### src/logic/alfrc_pkg.sv
// Constants shared by the alarm and fan relay controller
package alfrc_pkg;
  // Register byte offsets on each processor bus
  localparam logic [5:0] ADDR_ALARM_REQ  = 6'h00;
  localparam logic [5:0] ADDR_CENTRE     = 6'h04;
  localparam logic [5:0] ADDR_FAN_SET    = 6'h08;
  localparam logic [5:0] ADDR_FAN_CLR    = 6'h0c;
  localparam logic [5:0] ADDR_FAN_STATE  = 6'h10;
  localparam logic [5:0] ADDR_FAN_ALARM  = 6'h14;
  localparam logic [5:0] ADDR_LED        = 6'h18;
  localparam logic [5:0] ADDR_RELAY      = 6'h1c;
  localparam logic [5:0] ADDR_LAMP       = 6'h20;
  localparam logic [5:0] ADDR_INT_STAT   = 6'h24;
  localparam logic [5:0] ADDR_INT_CLR    = 6'h28;
  localparam logic [5:0] ADDR_INT_EN     = 6'h2c;
  localparam logic [5:0] ADDR_GP_RELAY   = 6'h30;
  localparam logic [5:0] ADDR_SYS        = 6'h34;
  // Field positions
  localparam int CRIT_LSB     = 0;
  localparam int MAJ_LSB      = 8;
  localparam int MIN_LSB      = 16;
  localparam int AUD_BIT      = 24;
  localparam int REMOTE_LSB   = 0;
  localparam int LOCAL_LSB    = 8;
  localparam int LAMP_LSB     = 0;
  localparam int LAMP_OUT_LSB = 8;
  localparam int LAMP_LOC_LSB = 16;
  localparam int LED_CRIT_LSB = 0;
  localparam int LED_MAJ_LSB  = 2;
  localparam int LED_MIN_LSB  = 4;
  localparam int INT_LAMP_LSB = 0;
  localparam int INT_INSANE   = 3;
  localparam int INT_FAN_LSB  = 8;
  localparam int SYS_SANE_A   = 0;
  localparam int SYS_SANE_B   = 1;
  localparam int SYS_MASTER_B = 2;
  localparam int SYS_PASS     = 3;
  // Reset values
  localparam logic [31:0] REG_RST = 32'h0000_0000;
  localparam logic [5:0]  LED_RST = 6'h00;
  // Bicolour indicator codes
  typedef enum logic [1:0] {
    LED_OFF   = 2'b00,
    LED_RED   = 2'b01,
    LED_GREEN = 2'b10,
    LED_AMBER = 2'b11
  } alfrc_led_type;
endpackage

### src/logic/alfrc_top.sv
// Alarm and fan relay controller shared by two processor cards
// Summary of operation
// RULE1 - Major and minor relays need a master request and at least one sane processor.
// RULE2 - Critical relay follows the request, or is forced when both processors are insane.
// RULE3 - Remote centre alarms pass only while the master's transfer signal is active.
// RULE4 - Remote alarm active with no sensed lamp current flags a lamp fault.
// RULE5 - Relay state is readable on both processor buses whoever is master.
// RULE6 - Critical, major, minor relays for up to six racks plus one audible alarm.
// RULE7 - One fan relay per frame, each set or cleared without touching others.
// RULE8 - Fan output is driven active to stop fans; undriven means fans run.
// RULE9 - One fan alarm input per frame, each readable individually.
// RULE10 - Three software LEDs; alarm LEDs hold four software states, apart from relays.
// RULE11 - Each processor LED is green while that processor is master, else off.
// RULE12 - Buzzer sounds when both insane, or sane and master requests audible alarm.
// RULE13 - Software shows alarms red or amber on LEDs, green when clear.
// RULE14 - General purpose relays have no reset; only processor writes change them.
// RULE15 - Alarm updates and status readback travel over the processor link.
// RULE16 - Sanity, transfer and sense inputs pass two flip-flops before use.
//
// The implementer's own choices: the address-and-strobe port and the register addresses.
`timescale 1ns/10ps
module alfrc_top #(
  parameter int RACKS     = 6,
  parameter int CENTRES   = 3,
  parameter int FRAMES    = 6,
  parameter int GP_RELAYS = 8
) (
  input  wire logic                 sys_clk_i,
  input  wire logic                 rst_n_i,
  input  wire logic                 ce_i,
  input  wire logic [5:0]           bus_a_addr_i,
  input  wire logic [31:0]          bus_a_wdata_i,
  input  wire logic                 bus_a_wr_i,
  input  wire logic                 bus_a_rd_i,
  output logic      [31:0]          bus_a_rdata_o,
  input  wire logic [5:0]           bus_b_addr_i,
  input  wire logic [31:0]          bus_b_wdata_i,
  input  wire logic                 bus_b_wr_i,
  input  wire logic                 bus_b_rd_i,
  output logic      [31:0]          bus_b_rdata_o,
  input  wire logic                 sane_a_i,
  input  wire logic                 sane_b_i,
  input  wire logic                 master_b_i,
  input  wire logic                 xfer_a_i,
  input  wire logic                 xfer_b_i,
  input  wire logic [CENTRES-1:0]   lamp_sense_i,
  input  wire logic [FRAMES-1:0]    fan_alarm_i,
  output logic      [RACKS-1:0]     crit_relay_o,
  output logic      [RACKS-1:0]     major_relay_o,
  output logic      [RACKS-1:0]     minor_relay_o,
  output logic                      buzzer_o,
  output logic      [CENTRES-1:0]   remote_centre_alarm_o,
  output logic      [CENTRES-1:0]   local_centre_alarm_o,
  output logic      [FRAMES-1:0]    fan_off_o,
  output logic      [GP_RELAYS-1:0] gp_relay_o,
  output logic      [1:0]           led_critical_o,
  output logic      [1:0]           led_major_o,
  output logic      [1:0]           led_minor_o,
  output logic                      processor_a_master_led_o,
  output logic                      processor_b_master_led_o,
  output logic                      irq_o
);
  localparam int SW = 5 + CENTRES + FRAMES;
  localparam int IW = alfrc_pkg::INT_FAN_LSB + FRAMES;

  ////////////////////////////////////////////////////////////////////////////
  // Input synchronisers
  logic [SW-1:0] sync1_r, sync2_r, sync1_nxt, sync2_nxt;
  logic          sane_a, sane_b, mst_b, pass_en, any_sane, both_insane;
  logic [CENTRES-1:0] sense;
  logic [FRAMES-1:0]  fan_al;

  always_comb
  begin
    sync1_nxt = {fan_alarm_i, lamp_sense_i, xfer_b_i, xfer_a_i, master_b_i, sane_b_i, sane_a_i}; // RULE16
    sync2_nxt = sync1_r; // RULE16
  end

  always_ff @(posedge sys_clk_i)
  begin
    if (!rst_n_i)
    begin
      sync1_r <= '0;
      sync2_r <= '0;
    end
    else if (ce_i)
    begin
      sync1_r <= sync1_nxt;
      sync2_r <= sync2_nxt;
    end
  end

  // Reset shows both processors insane, so critical relays start alarming
  assign sane_a      = sync2_r[0];
  assign sane_b      = sync2_r[1];
  assign mst_b       = sync2_r[2];
  assign sense       = sync2_r[5 +: CENTRES];
  assign fan_al      = sync2_r[5+CENTRES +: FRAMES];
  assign pass_en     = mst_b ? sync2_r[4] : sync2_r[3]; // RULE3
  assign any_sane    = sane_a | sane_b;
  assign both_insane = ~any_sane;

  ////////////////////////////////////////////////////////////////////////////
  // Software registers; only the master's bus may write
  logic        w_en;
  logic [5:0]  w_addr;
  logic [31:0] w_data;
  logic [RACKS-1:0]   crit_req_r, maj_req_r, min_req_r, crit_req_nxt, maj_req_nxt, min_req_nxt;
  logic               aud_req_r, aud_req_nxt;
  logic [CENTRES-1:0] rem_req_r, loc_req_r, rem_req_nxt, loc_req_nxt;
  logic [FRAMES-1:0]  fan_r, fan_nxt;
  logic [5:0]         led_r, led_nxt;
  logic [IW-1:0]      int_en_r, int_en_nxt, int_stat_r, int_stat_nxt, int_ev, int_clr;
  logic [GP_RELAYS-1:0] gp_r, gp_nxt;

  // Standby's writes are dropped so it cannot fight the master
  assign w_en   = mst_b ? bus_b_wr_i : bus_a_wr_i; // RULE15
  assign w_addr = mst_b ? bus_b_addr_i : bus_a_addr_i;
  assign w_data = mst_b ? bus_b_wdata_i : bus_a_wdata_i;
  assign int_clr = (w_en && w_addr == alfrc_pkg::ADDR_INT_CLR) ? w_data[IW-1:0] : '0;

  always_comb
  begin
    crit_req_nxt = crit_req_r;
    maj_req_nxt  = maj_req_r;
    min_req_nxt  = min_req_r;
    aud_req_nxt  = aud_req_r;
    rem_req_nxt  = rem_req_r;
    loc_req_nxt  = loc_req_r;
    fan_nxt      = fan_r;
    led_nxt      = led_r;
    int_en_nxt   = int_en_r;
    gp_nxt       = gp_r;
    if (w_en)
    begin
      unique case (w_addr)
        alfrc_pkg::ADDR_ALARM_REQ:
        begin
          crit_req_nxt = w_data[alfrc_pkg::CRIT_LSB +: RACKS];
          maj_req_nxt  = w_data[alfrc_pkg::MAJ_LSB +: RACKS];
          min_req_nxt  = w_data[alfrc_pkg::MIN_LSB +: RACKS];
          aud_req_nxt  = w_data[alfrc_pkg::AUD_BIT];
        end
        alfrc_pkg::ADDR_CENTRE:
        begin
          rem_req_nxt = w_data[alfrc_pkg::REMOTE_LSB +: CENTRES];
          loc_req_nxt = w_data[alfrc_pkg::LOCAL_LSB +: CENTRES];
        end
        alfrc_pkg::ADDR_FAN_SET:  fan_nxt = fan_r | w_data[FRAMES-1:0]; // RULE7
        alfrc_pkg::ADDR_FAN_CLR:  fan_nxt = fan_r & ~w_data[FRAMES-1:0]; // RULE7
        alfrc_pkg::ADDR_LED:      led_nxt = w_data[5:0]; // RULE10
        alfrc_pkg::ADDR_INT_EN:   int_en_nxt = w_data[IW-1:0];
        alfrc_pkg::ADDR_GP_RELAY: gp_nxt = w_data[GP_RELAYS-1:0]; // RULE14
        default: ;
      endcase
    end
    // A new event outweighs a clear in the same cycle
    int_stat_nxt = (int_stat_r & ~int_clr) | int_ev;
  end

  always_ff @(posedge sys_clk_i)
  begin
    if (!rst_n_i)
    begin
      crit_req_r <= '0;
      maj_req_r  <= '0;
      min_req_r  <= '0;
      aud_req_r  <= 1'b0;
      rem_req_r  <= '0;
      loc_req_r  <= '0;
      fan_r      <= '0;
      led_r      <= alfrc_pkg::LED_RST;
      int_en_r   <= '0;
      int_stat_r <= '0;
    end
    else if (ce_i)
    begin
      crit_req_r <= crit_req_nxt;
      maj_req_r  <= maj_req_nxt;
      min_req_r  <= min_req_nxt;
      aud_req_r  <= aud_req_nxt;
      rem_req_r  <= rem_req_nxt;
      loc_req_r  <= loc_req_nxt;
      fan_r      <= fan_nxt;
      led_r      <= led_nxt;
      int_en_r   <= int_en_nxt;
      int_stat_r <= int_stat_nxt;
    end
  end

  // General purpose relays keep their contacts across a controller reset
  always_ff @(posedge sys_clk_i)
  begin
    if (ce_i)
    begin
      gp_r <= gp_nxt; // RULE14
    end
  end

  assign gp_relay_o = gp_r; // RULE14

  ////////////////////////////////////////////////////////////////////////////
  // Relay, LED and event logic
  logic [RACKS-1:0]   crit_nxt, maj_nxt, min_nxt;
  logic               buzz_nxt, led_a_nxt, led_b_nxt, irq_nxt, insane_d_r;
  logic [CENTRES-1:0] rem_out_nxt, lamp_r, lamp_nxt;
  logic [FRAMES-1:0]  fan_al_d_r;

  always_comb
  begin
    crit_nxt    = crit_req_r | {RACKS{both_insane}}; // RULE2 RULE6
    maj_nxt     = maj_req_r & {RACKS{any_sane}}; // RULE1 RULE6
    min_nxt     = min_req_r & {RACKS{any_sane}}; // RULE1 RULE6
    buzz_nxt    = both_insane | (any_sane & aud_req_r); // RULE12 RULE6
    rem_out_nxt = rem_req_r & {CENTRES{pass_en}}; // RULE3
    // Compares the driven relay to its sense, so a fault lags the relay by one cycle
    lamp_nxt    = remote_centre_alarm_o & ~sense; // RULE4
    led_a_nxt   = ~mst_b; // RULE11
    led_b_nxt   = mst_b; // RULE11
    int_ev      = '0;
    int_ev[alfrc_pkg::INT_LAMP_LSB +: CENTRES] = lamp_nxt & ~lamp_r;
    int_ev[alfrc_pkg::INT_INSANE]              = both_insane & ~insane_d_r;
    int_ev[alfrc_pkg::INT_FAN_LSB +: FRAMES]   = fan_al & ~fan_al_d_r;
    irq_nxt     = |(int_stat_nxt & int_en_r);
  end

  always_ff @(posedge sys_clk_i)
  begin
    if (!rst_n_i)
    begin
      crit_relay_o             <= '1;
      major_relay_o            <= '0;
      minor_relay_o            <= '0;
      buzzer_o                 <= 1'b0;
      remote_centre_alarm_o    <= '0;
      local_centre_alarm_o     <= '0;
      fan_off_o                <= '0;
      led_critical_o           <= alfrc_pkg::LED_OFF;
      led_major_o              <= alfrc_pkg::LED_OFF;
      led_minor_o              <= alfrc_pkg::LED_OFF;
      processor_a_master_led_o <= 1'b0;
      processor_b_master_led_o <= 1'b0;
      irq_o                    <= 1'b0;
      lamp_r                   <= '0;
      insane_d_r               <= 1'b1;
      fan_al_d_r               <= '0;
    end
    else if (ce_i)
    begin
      crit_relay_o             <= crit_nxt;
      major_relay_o            <= maj_nxt;
      minor_relay_o            <= min_nxt;
      buzzer_o                 <= buzz_nxt;
      remote_centre_alarm_o    <= rem_out_nxt;
      local_centre_alarm_o     <= loc_req_r;
      fan_off_o                <= fan_r; // RULE8
      led_critical_o           <= led_r[alfrc_pkg::LED_CRIT_LSB +: 2]; // RULE10
      led_major_o              <= led_r[alfrc_pkg::LED_MAJ_LSB +: 2];
      led_minor_o              <= led_r[alfrc_pkg::LED_MIN_LSB +: 2];
      processor_a_master_led_o <= led_a_nxt;
      processor_b_master_led_o <= led_b_nxt;
      irq_o                    <= irq_nxt;
      lamp_r                   <= lamp_nxt;
      insane_d_r               <= both_insane;
      fan_al_d_r               <= fan_al;
    end
  end

  ////////////////////////////////////////////////////////////////////////////
  // Read ports, one per processor bus
  logic [31:0] rdata_a_nxt, rdata_b_nxt;

  function automatic logic [31:0] read_word(input logic [5:0] addr);
    logic [31:0] v;
    v = alfrc_pkg::REG_RST;
    unique case (addr)
      alfrc_pkg::ADDR_ALARM_REQ:
      begin
        v[alfrc_pkg::CRIT_LSB +: RACKS] = crit_req_r;
        v[alfrc_pkg::MAJ_LSB +: RACKS]  = maj_req_r;
        v[alfrc_pkg::MIN_LSB +: RACKS]  = min_req_r;
        v[alfrc_pkg::AUD_BIT]           = aud_req_r;
      end
      alfrc_pkg::ADDR_CENTRE:
      begin
        v[alfrc_pkg::REMOTE_LSB +: CENTRES] = rem_req_r;
        v[alfrc_pkg::LOCAL_LSB +: CENTRES]  = loc_req_r;
      end
      alfrc_pkg::ADDR_FAN_STATE: v[FRAMES-1:0] = fan_off_o;
      alfrc_pkg::ADDR_FAN_ALARM: v[FRAMES-1:0] = fan_al; // RULE9
      alfrc_pkg::ADDR_LED:       v[5:0] = led_r;
      alfrc_pkg::ADDR_RELAY:
      begin
        v[alfrc_pkg::CRIT_LSB +: RACKS] = crit_relay_o; // RULE5
        v[alfrc_pkg::MAJ_LSB +: RACKS]  = major_relay_o;
        v[alfrc_pkg::MIN_LSB +: RACKS]  = minor_relay_o;
        v[alfrc_pkg::AUD_BIT]           = buzzer_o;
      end
      alfrc_pkg::ADDR_LAMP:
      begin
        v[alfrc_pkg::LAMP_LSB +: CENTRES]     = lamp_r;
        v[alfrc_pkg::LAMP_OUT_LSB +: CENTRES] = remote_centre_alarm_o;
        v[alfrc_pkg::LAMP_LOC_LSB +: CENTRES] = local_centre_alarm_o;
      end
      alfrc_pkg::ADDR_INT_STAT:  v[IW-1:0] = int_stat_r;
      alfrc_pkg::ADDR_INT_EN:    v[IW-1:0] = int_en_r;
      alfrc_pkg::ADDR_GP_RELAY:  v[GP_RELAYS-1:0] = gp_r;
      alfrc_pkg::ADDR_SYS:
      begin
        v[alfrc_pkg::SYS_SANE_A]   = sane_a;
        v[alfrc_pkg::SYS_SANE_B]   = sane_b;
        v[alfrc_pkg::SYS_MASTER_B] = mst_b;
        v[alfrc_pkg::SYS_PASS]     = pass_en;
      end
      default: ;
    endcase
    return v;
  endfunction

  always_comb
  begin
    rdata_a_nxt = bus_a_rd_i ? read_word(bus_a_addr_i) : alfrc_pkg::REG_RST; // RULE5
    rdata_b_nxt = bus_b_rd_i ? read_word(bus_b_addr_i) : alfrc_pkg::REG_RST; // RULE5
  end

  always_ff @(posedge sys_clk_i)
  begin
    if (!rst_n_i)
    begin
      bus_a_rdata_o <= alfrc_pkg::REG_RST;
      bus_b_rdata_o <= alfrc_pkg::REG_RST;
    end
    else if (ce_i)
    begin
      bus_a_rdata_o <= rdata_a_nxt;
      bus_b_rdata_o <= rdata_b_nxt;
    end
  end
endmodule

### config.mk
export PLATFORM = sky130hd
export DESIGN_NAME = alfrc_top
export DESIGN_NICKNAME = d
export VERILOG_FILES = /design/src/logic/alfrc_pkg.sv /design/src/logic/alfrc_top.sv
export SDC_FILE = /design/constraint.sdc
export NUM_CORES = 1
export LEC_CHECK = 0
export ABC_AREA = 1
export BUFFER_PORTS_ARGS = -buffer_cell sky130_fd_sc_hd__buf_2
export CAP_MARGIN = 15
export CORE_MARGIN = 2
export CORE_UTILIZATION = 45
export DETAILED_ROUTE_END_ITERATION = 16
export PLACE_DENSITY = 0.72
export SYNTH_ARGS = -nofsm -noshare
export SYNTH_HDL_FRONTEND = slang
export SYNTH_SLANG_ARGS = --single-unit
### constraint.sdc
create_clock -name sys_clk_i -period 3.4 [get_ports sys_clk_i]
set_clock_uncertainty 0.15 [all_clocks]
set_input_delay 0.34 -clock sys_clk_i [delete_from_list [all_inputs] [get_ports sys_clk_i]]
set_output_delay 0.34 -clock sys_clk_i [all_outputs]
set_load 0.01 [all_outputs]
Yosys cells after proc, flatten, opt, wreduce, memory -nomap -nowiden
Index checks and enable logic that the tools add are counted.
- equality and inequality tests: 27
- multiplexer cells: 26
- bitwise logic cells: 24
- reductions and logical operators: 12
- operators by type and width (cell ; count):
    6-bit == test (second input constant) ; 13
    25-bit 2-to-1 mux ; 3
    3-bit one-hot mux with 11 select lines ; 2
    6-bit by 5-bit == test with 1-bit output (second input constant) ; 9
    3-bit one-hot mux with 6 select lines ; 2
    2-bit one-hot mux with 8 select lines ; 2
    14-bit bitwise AND ; 2
    6-bit bitwise AND ; 4
    3-bit one-hot mux with 4 select lines ; 2
    6-bit by 3-bit == test with 1-bit output (second input constant) ; 3
    6-bit zero test ; 3
    1-bit one-hot mux with 9 select lines ; 2
    3-bit one-hot mux with 3 select lines ; 2
    3-bit AND reduction ; 6
    14-bit 2-to-1 mux ; 1
    14-bit NOT ; 1
    14-bit OR ; 1
    14-bit OR reduction ; 1
    6-bit by 4-bit == test with 1-bit output (second input constant) ; 2
    6-bit NOT ; 2
    6-bit OR ; 2
    2-bit one-hot mux with 3 select lines ; 2
    3-bit one-hot mux with 2 select lines ; 2
    6-bit one-hot mux with 2 select lines ; 1
    other kinds (10) ; 19
- register bits: 215
- input bits: 97
- logic and storage cells: 120

Depth between registers and ports, before layout
- depth in word-level cells: 9
- mapped depth: 16
- depth with buffers taken out: 14

Least setup slack after synthesis
Ideal clock, no wire load.
- kind: register to register
- start: register sync2_r[2]
- end: register gp_r[0], in the netlist gp_relay_o[0], enable pin
- setup time: 0.332 ns
- data arrival time: 1.281 ns
- data required time: 2.918 ns
- setup slack: 1.637 ns
- stages on the path, launching flop included: 7
- buffers on the path: 1
- cell sequence: dfxtp_1 -> buf_6 -> nand2_2 -> o21ai_4 -> or2_4 -> nor3_4 -> and3_1
- cells in the longest elaborated chain, start to end: 3
- elaborated cells between the ends (all ways): 4
- classes of those cells: eq/ne (1); mux (2); reduce/logical (1)
- RTL lines (what ; line ; source):
    start: declaration ; alfrc_top.sv:68 ; logic [SW-1:0] sync1_r, sync2_r, sync1_nxt, sync2_nxt;
    start signal: assignment ; alfrc_top.sv:89 ; sync2_r <= sync2_nxt;
    6-bit 2-to-1 mux ; alfrc_top.sv:118 ; assign w_addr = mst_b ? bus_b_addr_i : bus_a_addr_i;
    6-bit == test ; alfrc_top.sv:136 ; unique case (w_addr)
    3-bit AND reduction (no line) (*) ; - ;
    end signal: assignment ; alfrc_top.sv:196 ; gp_r <= gp_nxt;
    end: declaration ; alfrc_top.sv:114 ; logic [GP_RELAYS-1:0] gp_r, gp_nxt;
Every way passes the cells marked *; elsewhere a longest branch is shown, timed or not.
A chain may end at the register's enable or synchronous reset.

Worst setup path after layout
- start: register sync2_r[2]
- end: register min_req_r[5]
- cells in the longest elaborated chain, start to end: 3
- elaborated cells between the ends (all ways): 5
- classes of those cells: mux (3); reduce/logical (2)
- RTL lines (what ; line ; source):
    6-bit 2-to-1 mux ; alfrc_top.sv:118 ;
    6-bit zero test ; alfrc_top.sv:136 ;
    3-bit AND reduction (no line) ; - ;
    end signal: assignment ; alfrc_top.sv:180 ; min_req_r <= min_req_nxt;
    end: declaration ; alfrc_top.sv:108 ; logic [RACKS-1:0] crit_req_r, maj_req_r, min_req_r, crit_req_nxt, maj_req_nxt, min_req_nxt;
Parallel ways exist; a longest one is shown, timed or not.

==> summary.txt <==
Outcome
  • Status: finished, final reports clean

Global route
  • Initial antenna violation count: 0
  • First-pass GRT wire length: 46600 microns
  • GRT Resource Usage Total: 0.278
  • Largest net degree at the start of global routing: 157
  • Total congestion overflow: 0
  • Vias in the first global route: 8403

Hold path
  • Hold Crit Endpoint: min_req_r[2]
  • Start point of the worst hold path: bus_a_wdata_i[18]
  • Hold path cells: 3
  • Tightest Hold Check Type: in -> reg

Routing
  • Post-DR vias/cell: 5.46
  • DRT Wirelength: 30500 microns
  • Drt first pass iters: 6
  • Vias: 9399
  • DRT iter0 DRCs: 956
  • Residual DRC: 0
  • Routed WL per cell: 17.7 microns
  • Routed Antenna Nets: 0

Critical path
  • Crit path cell chain: buf_4 > nand2_1 > nand2_2 > nand2_1 > nor3_4 > nand2_2 > inv_2 > o21ai_0 > a31oi_1
  • WP buf/inv: 2
  • Critical path launch point type: flip-flop
  • Worst path max stage delay: 0.57 ns
  • Reg2reg end: min_req_r[5]
  • WP data arrival: 2.80 ns
  • R2r setup slk: 0.82 ns
  • CP Data Required Time: 3.62 ns
  • Worst-case reg-to-reg path depth: 9
  • Worst-path fanout max: 22
  • Worst Setup End Kind: flip-flop
  • CP delay by family, top: simple AND/OR/NAND/NOR gates
  • CP max stage cell: dfxtp_1
  • Crit path kind: reg -> reg
  • Reg2Reg Launch Point: sync2_r[2]

Logic synthesis
  • Mapped Area: 0.00923 sq mm
  • Flops & latches, synth: 193
  • Post-Synth Adder-Cell Area: 0
  • Post-synth EDFFs: 8
  • FFs w/ async S/R, synth: 0
  • Mapped Cells: 1297
  • Yosys top cell area share: 0.401
  • Seq/Total Area, Yosys: 0.427
  • Synth unique cells: 41
  • Synth area leaders: dfxtp_1, nand2_1, a21oi_1, inv_1, o21ai_0
  • Post-synthesis xor/xnor area fraction: 0
  • Synth Area per Inst: 7.12 sq um
  • Mux contribution to synthesized area: 0.00149
  • YS warnings: 0
  • Compound-Gate Fraction of Synth Area: 0.255
  • Synth area leader: dfxtp_1
  • Post-synthesis simple-gate area fraction: 0.193
  • Primary FF master, synth: dfxtp_1
  • Main combinational cell family by area after synthesis: compound AO/OA/AOI/OAI gates

Power and ir drop
  • LEAKAGE: 4.70 nW
  • Peak supply drop: 0.322 mV
  • Cell Pwr Density: 458 mW/mm^2

STA
  • Final setup fails: 0
  • Worst-Margin Slew: 1.18 ns
  • Final min period: 2.58 ns
  • Fmax achieved: 0.388 GHz
  • Final Cycle Share: 0.758
  • Max-slew violations: 0
  • Hold WS: 0.00654 ns
  • Final Hold Vio Count: 0
  • Normalized max-slew margin: 0.210
  • RSZ-0062 raised after global routing: no
  • Setup TNS: 0 ns

CTS
  • Root Driver: clkbuf_16
  • Clock latency on the worst-skew pair: 0.44 ns
  • Reg clk slew, reported paths: 0.08 ns
  • CTS tree: yes
  • Setup repair bufs after CTS: 0
  • Clock Sinks: 193
  • Post-CTS resize count: 0
  • Hold Buf Count CTS: 15
  • CTS buffer count: 17
  • Clock Tree Buf Depth: 2
  • # H-tree levels: 4

Floorplanning
  • Starting Density: 0.458
  • Die Wd: 147 microns
  • Core box area: 0.0202 sq mm
  • Die area: 0.0217 sq mm
  • I/O pins: 209
  • Rows: 52
  • Die Y: 147 microns

Final layout
  • Ratio of cells with drive above 1 in the final layout: 0.174
  • NumNets Final: 1536
  • N_diodes: 0
  • P&R area growth vs syn: 17.5%

Placement
  • DP HPWL: 21700 microns
  • GP Congestion: 1.02
  • Port buffer count: 164

Flow run
  • Max cap viols: 0
-- metrics by stage --
stage | total power [W] | utilization | setup WS (ns) | instance area, sq um | std cells
floorplan | 0.00278 | - | 1.64 | 9310 | 1318
global placement | 0.00296 | 0.501 | 0.937 | 10100 | 1675
finish | 0.00497 | 0.538 | 0.824 | 10900 | 1722
detailed placement | 0.00297 | 0.501 | 0.866 | 10100 | 1675
CTS | 0.00497 | 0.538 | 0.857 | 10900 | 1722
global route | 0.00514 | 0.538 | 0.631 | 10900 | 1722
-- worst reg2reg max path, cell delays in order (launching register included) --
cell and delay [ns]:
dfxtp_1 0.57, buf_4 0.31, nand2_1 0.10, nand2_2 0.15, nand2_1 0.12, nor3_4 0.18, nand2_2 0.26, inv_2 0.37
o21ai_0 0.13, a31oi_1 0.17
-- kinds of logic (layout without fill, tap and decap cells) --
| logic type | count (synthesis) | count (layout) |
|---|---|---|
| buffers and inverters | 265 | 399 |
| other | 1 | 22 |
| and+or+nand+nor | 419 | 419 |
| AOI/OAI and AO/OA | 418 | 418 |
| DFF | 193 | 193 |
| muxes | 1 | 1 |
-- worst max path at each step --
| stage | start | end | slack (ns) | cells past startpoint |
|---|---|---|---|---|
| 2_1_floorplan | sync2_r[2] | gp_relay_o[0] | 1.64 | 6 |
| 3_3_place_gp | sync2_r[2] | aud_req_r | 0.94 | 9 |
| 3_5_place_dp | sync2_r[2] | min_req_r[5] | 0.87 | 9 |
| 4_1_cts | sync2_r[2] | min_req_r[5] | 0.86 | 9 |
| 5_1_grt | sync2_r[2] | aud_req_r | 0.63 | 10 |
| 6_report | sync2_r[2] | min_req_r[5] | 0.82 | 9 |
-- routing by layer --
layer  wire [microns]  track usage  up-vias
met5                0            0        -
met4              533       0.0779        0
met3             2700       0.0537       45
met2            13500        0.418      416
met1            13800        0.408     4346
li1                 -            -     4592
-- power breakdown --
| part | internal, W | leakage [nW] | switching (W) |
|---|---|---|---|
| registers | 0.00234 | 1.58 | 0.0000411 |
| clock network | 0.000990 | 0.279 | 0.00104 |
| logic | 0.000170 | 2.84 | 0.000383 |
-- cell type report --
cell class | instances | area [sq um]
Multi-Input combinational cell | 860 | 4240
Timing Repair Buffer | 192 | 1080
Sequential cell | 193 | 3940
Inverter | 175 | 662
Clock inverter | 15 | 165
Clock buffer | 17 | 425
Fill cell | 2048 | 9320
Tap cell | 270 | 338
-- cell usage after synthesis (6+ instances only) --
cell type    n
o31ai_1      6
buf_4       24
o22ai_1     82
dfxtp_1    185
o21ai_0    121
nand2_2      8
or2_2        7
buf_2       11
nor2_1     109
nand2_1    224
inv_2        6
clkbuf_1    44
nand3_1     49
buf_1        7
inv_1      166
a21oi_1    144
a211oi_1    18
nor2_2       6
a31oi_1     11
o221ai_1    10
o21ai_1     12
o211ai_1     9
edfxtp_1     8
-- registers in the layout (all words and copies together), names as in the netlist, 2 cells and up, named ones only --
name	cells
led_critical_o	2
led_major_o	2
bus_a_rdata_o	21
bus_b_rdata_o	21
local_centre_alarm_o	3
sync1_r	14
lamp_r	3
int_en_r	14
major_relay_o	6
rem_req_r	3
remote_centre_alarm_o	3
min_req_r	6
sync2_r	14
crit_relay_o	6
int_stat_r	14
minor_relay_o	6
led_minor_o	2
crit_req_r	6
fan_off_o	6
led_r	6
maj_req_r	6
fan_al_d_r	6
gp_relay_o	8
loc_req_r	3
-- cells in the final DEF, fill, tap and decap left out, types with 4 or more instances in the layout --
master and instances:
clkbuf_16 17, nor3_1 4, o221ai_1 10, a211oi_1 18, o21ai_1 12, nor2_1 109
dfxtp_1 185, nand2_1 224, or2_2 7, inv_8 4, o21ai_0 121, edfxtp_1 8
nand3_1 49, inv_1 165, o22ai_1 82, buf_4 12, nor2_2 6, nand2_2 8
o211ai_1 9, a31oi_1 11, dlygate4sd3_1 15, conb_1 22, buf_2 164, o31ai_1 6
inv_2 6, a21oi_1 144
Note: power is estimated with default switching activity, not from simulation.
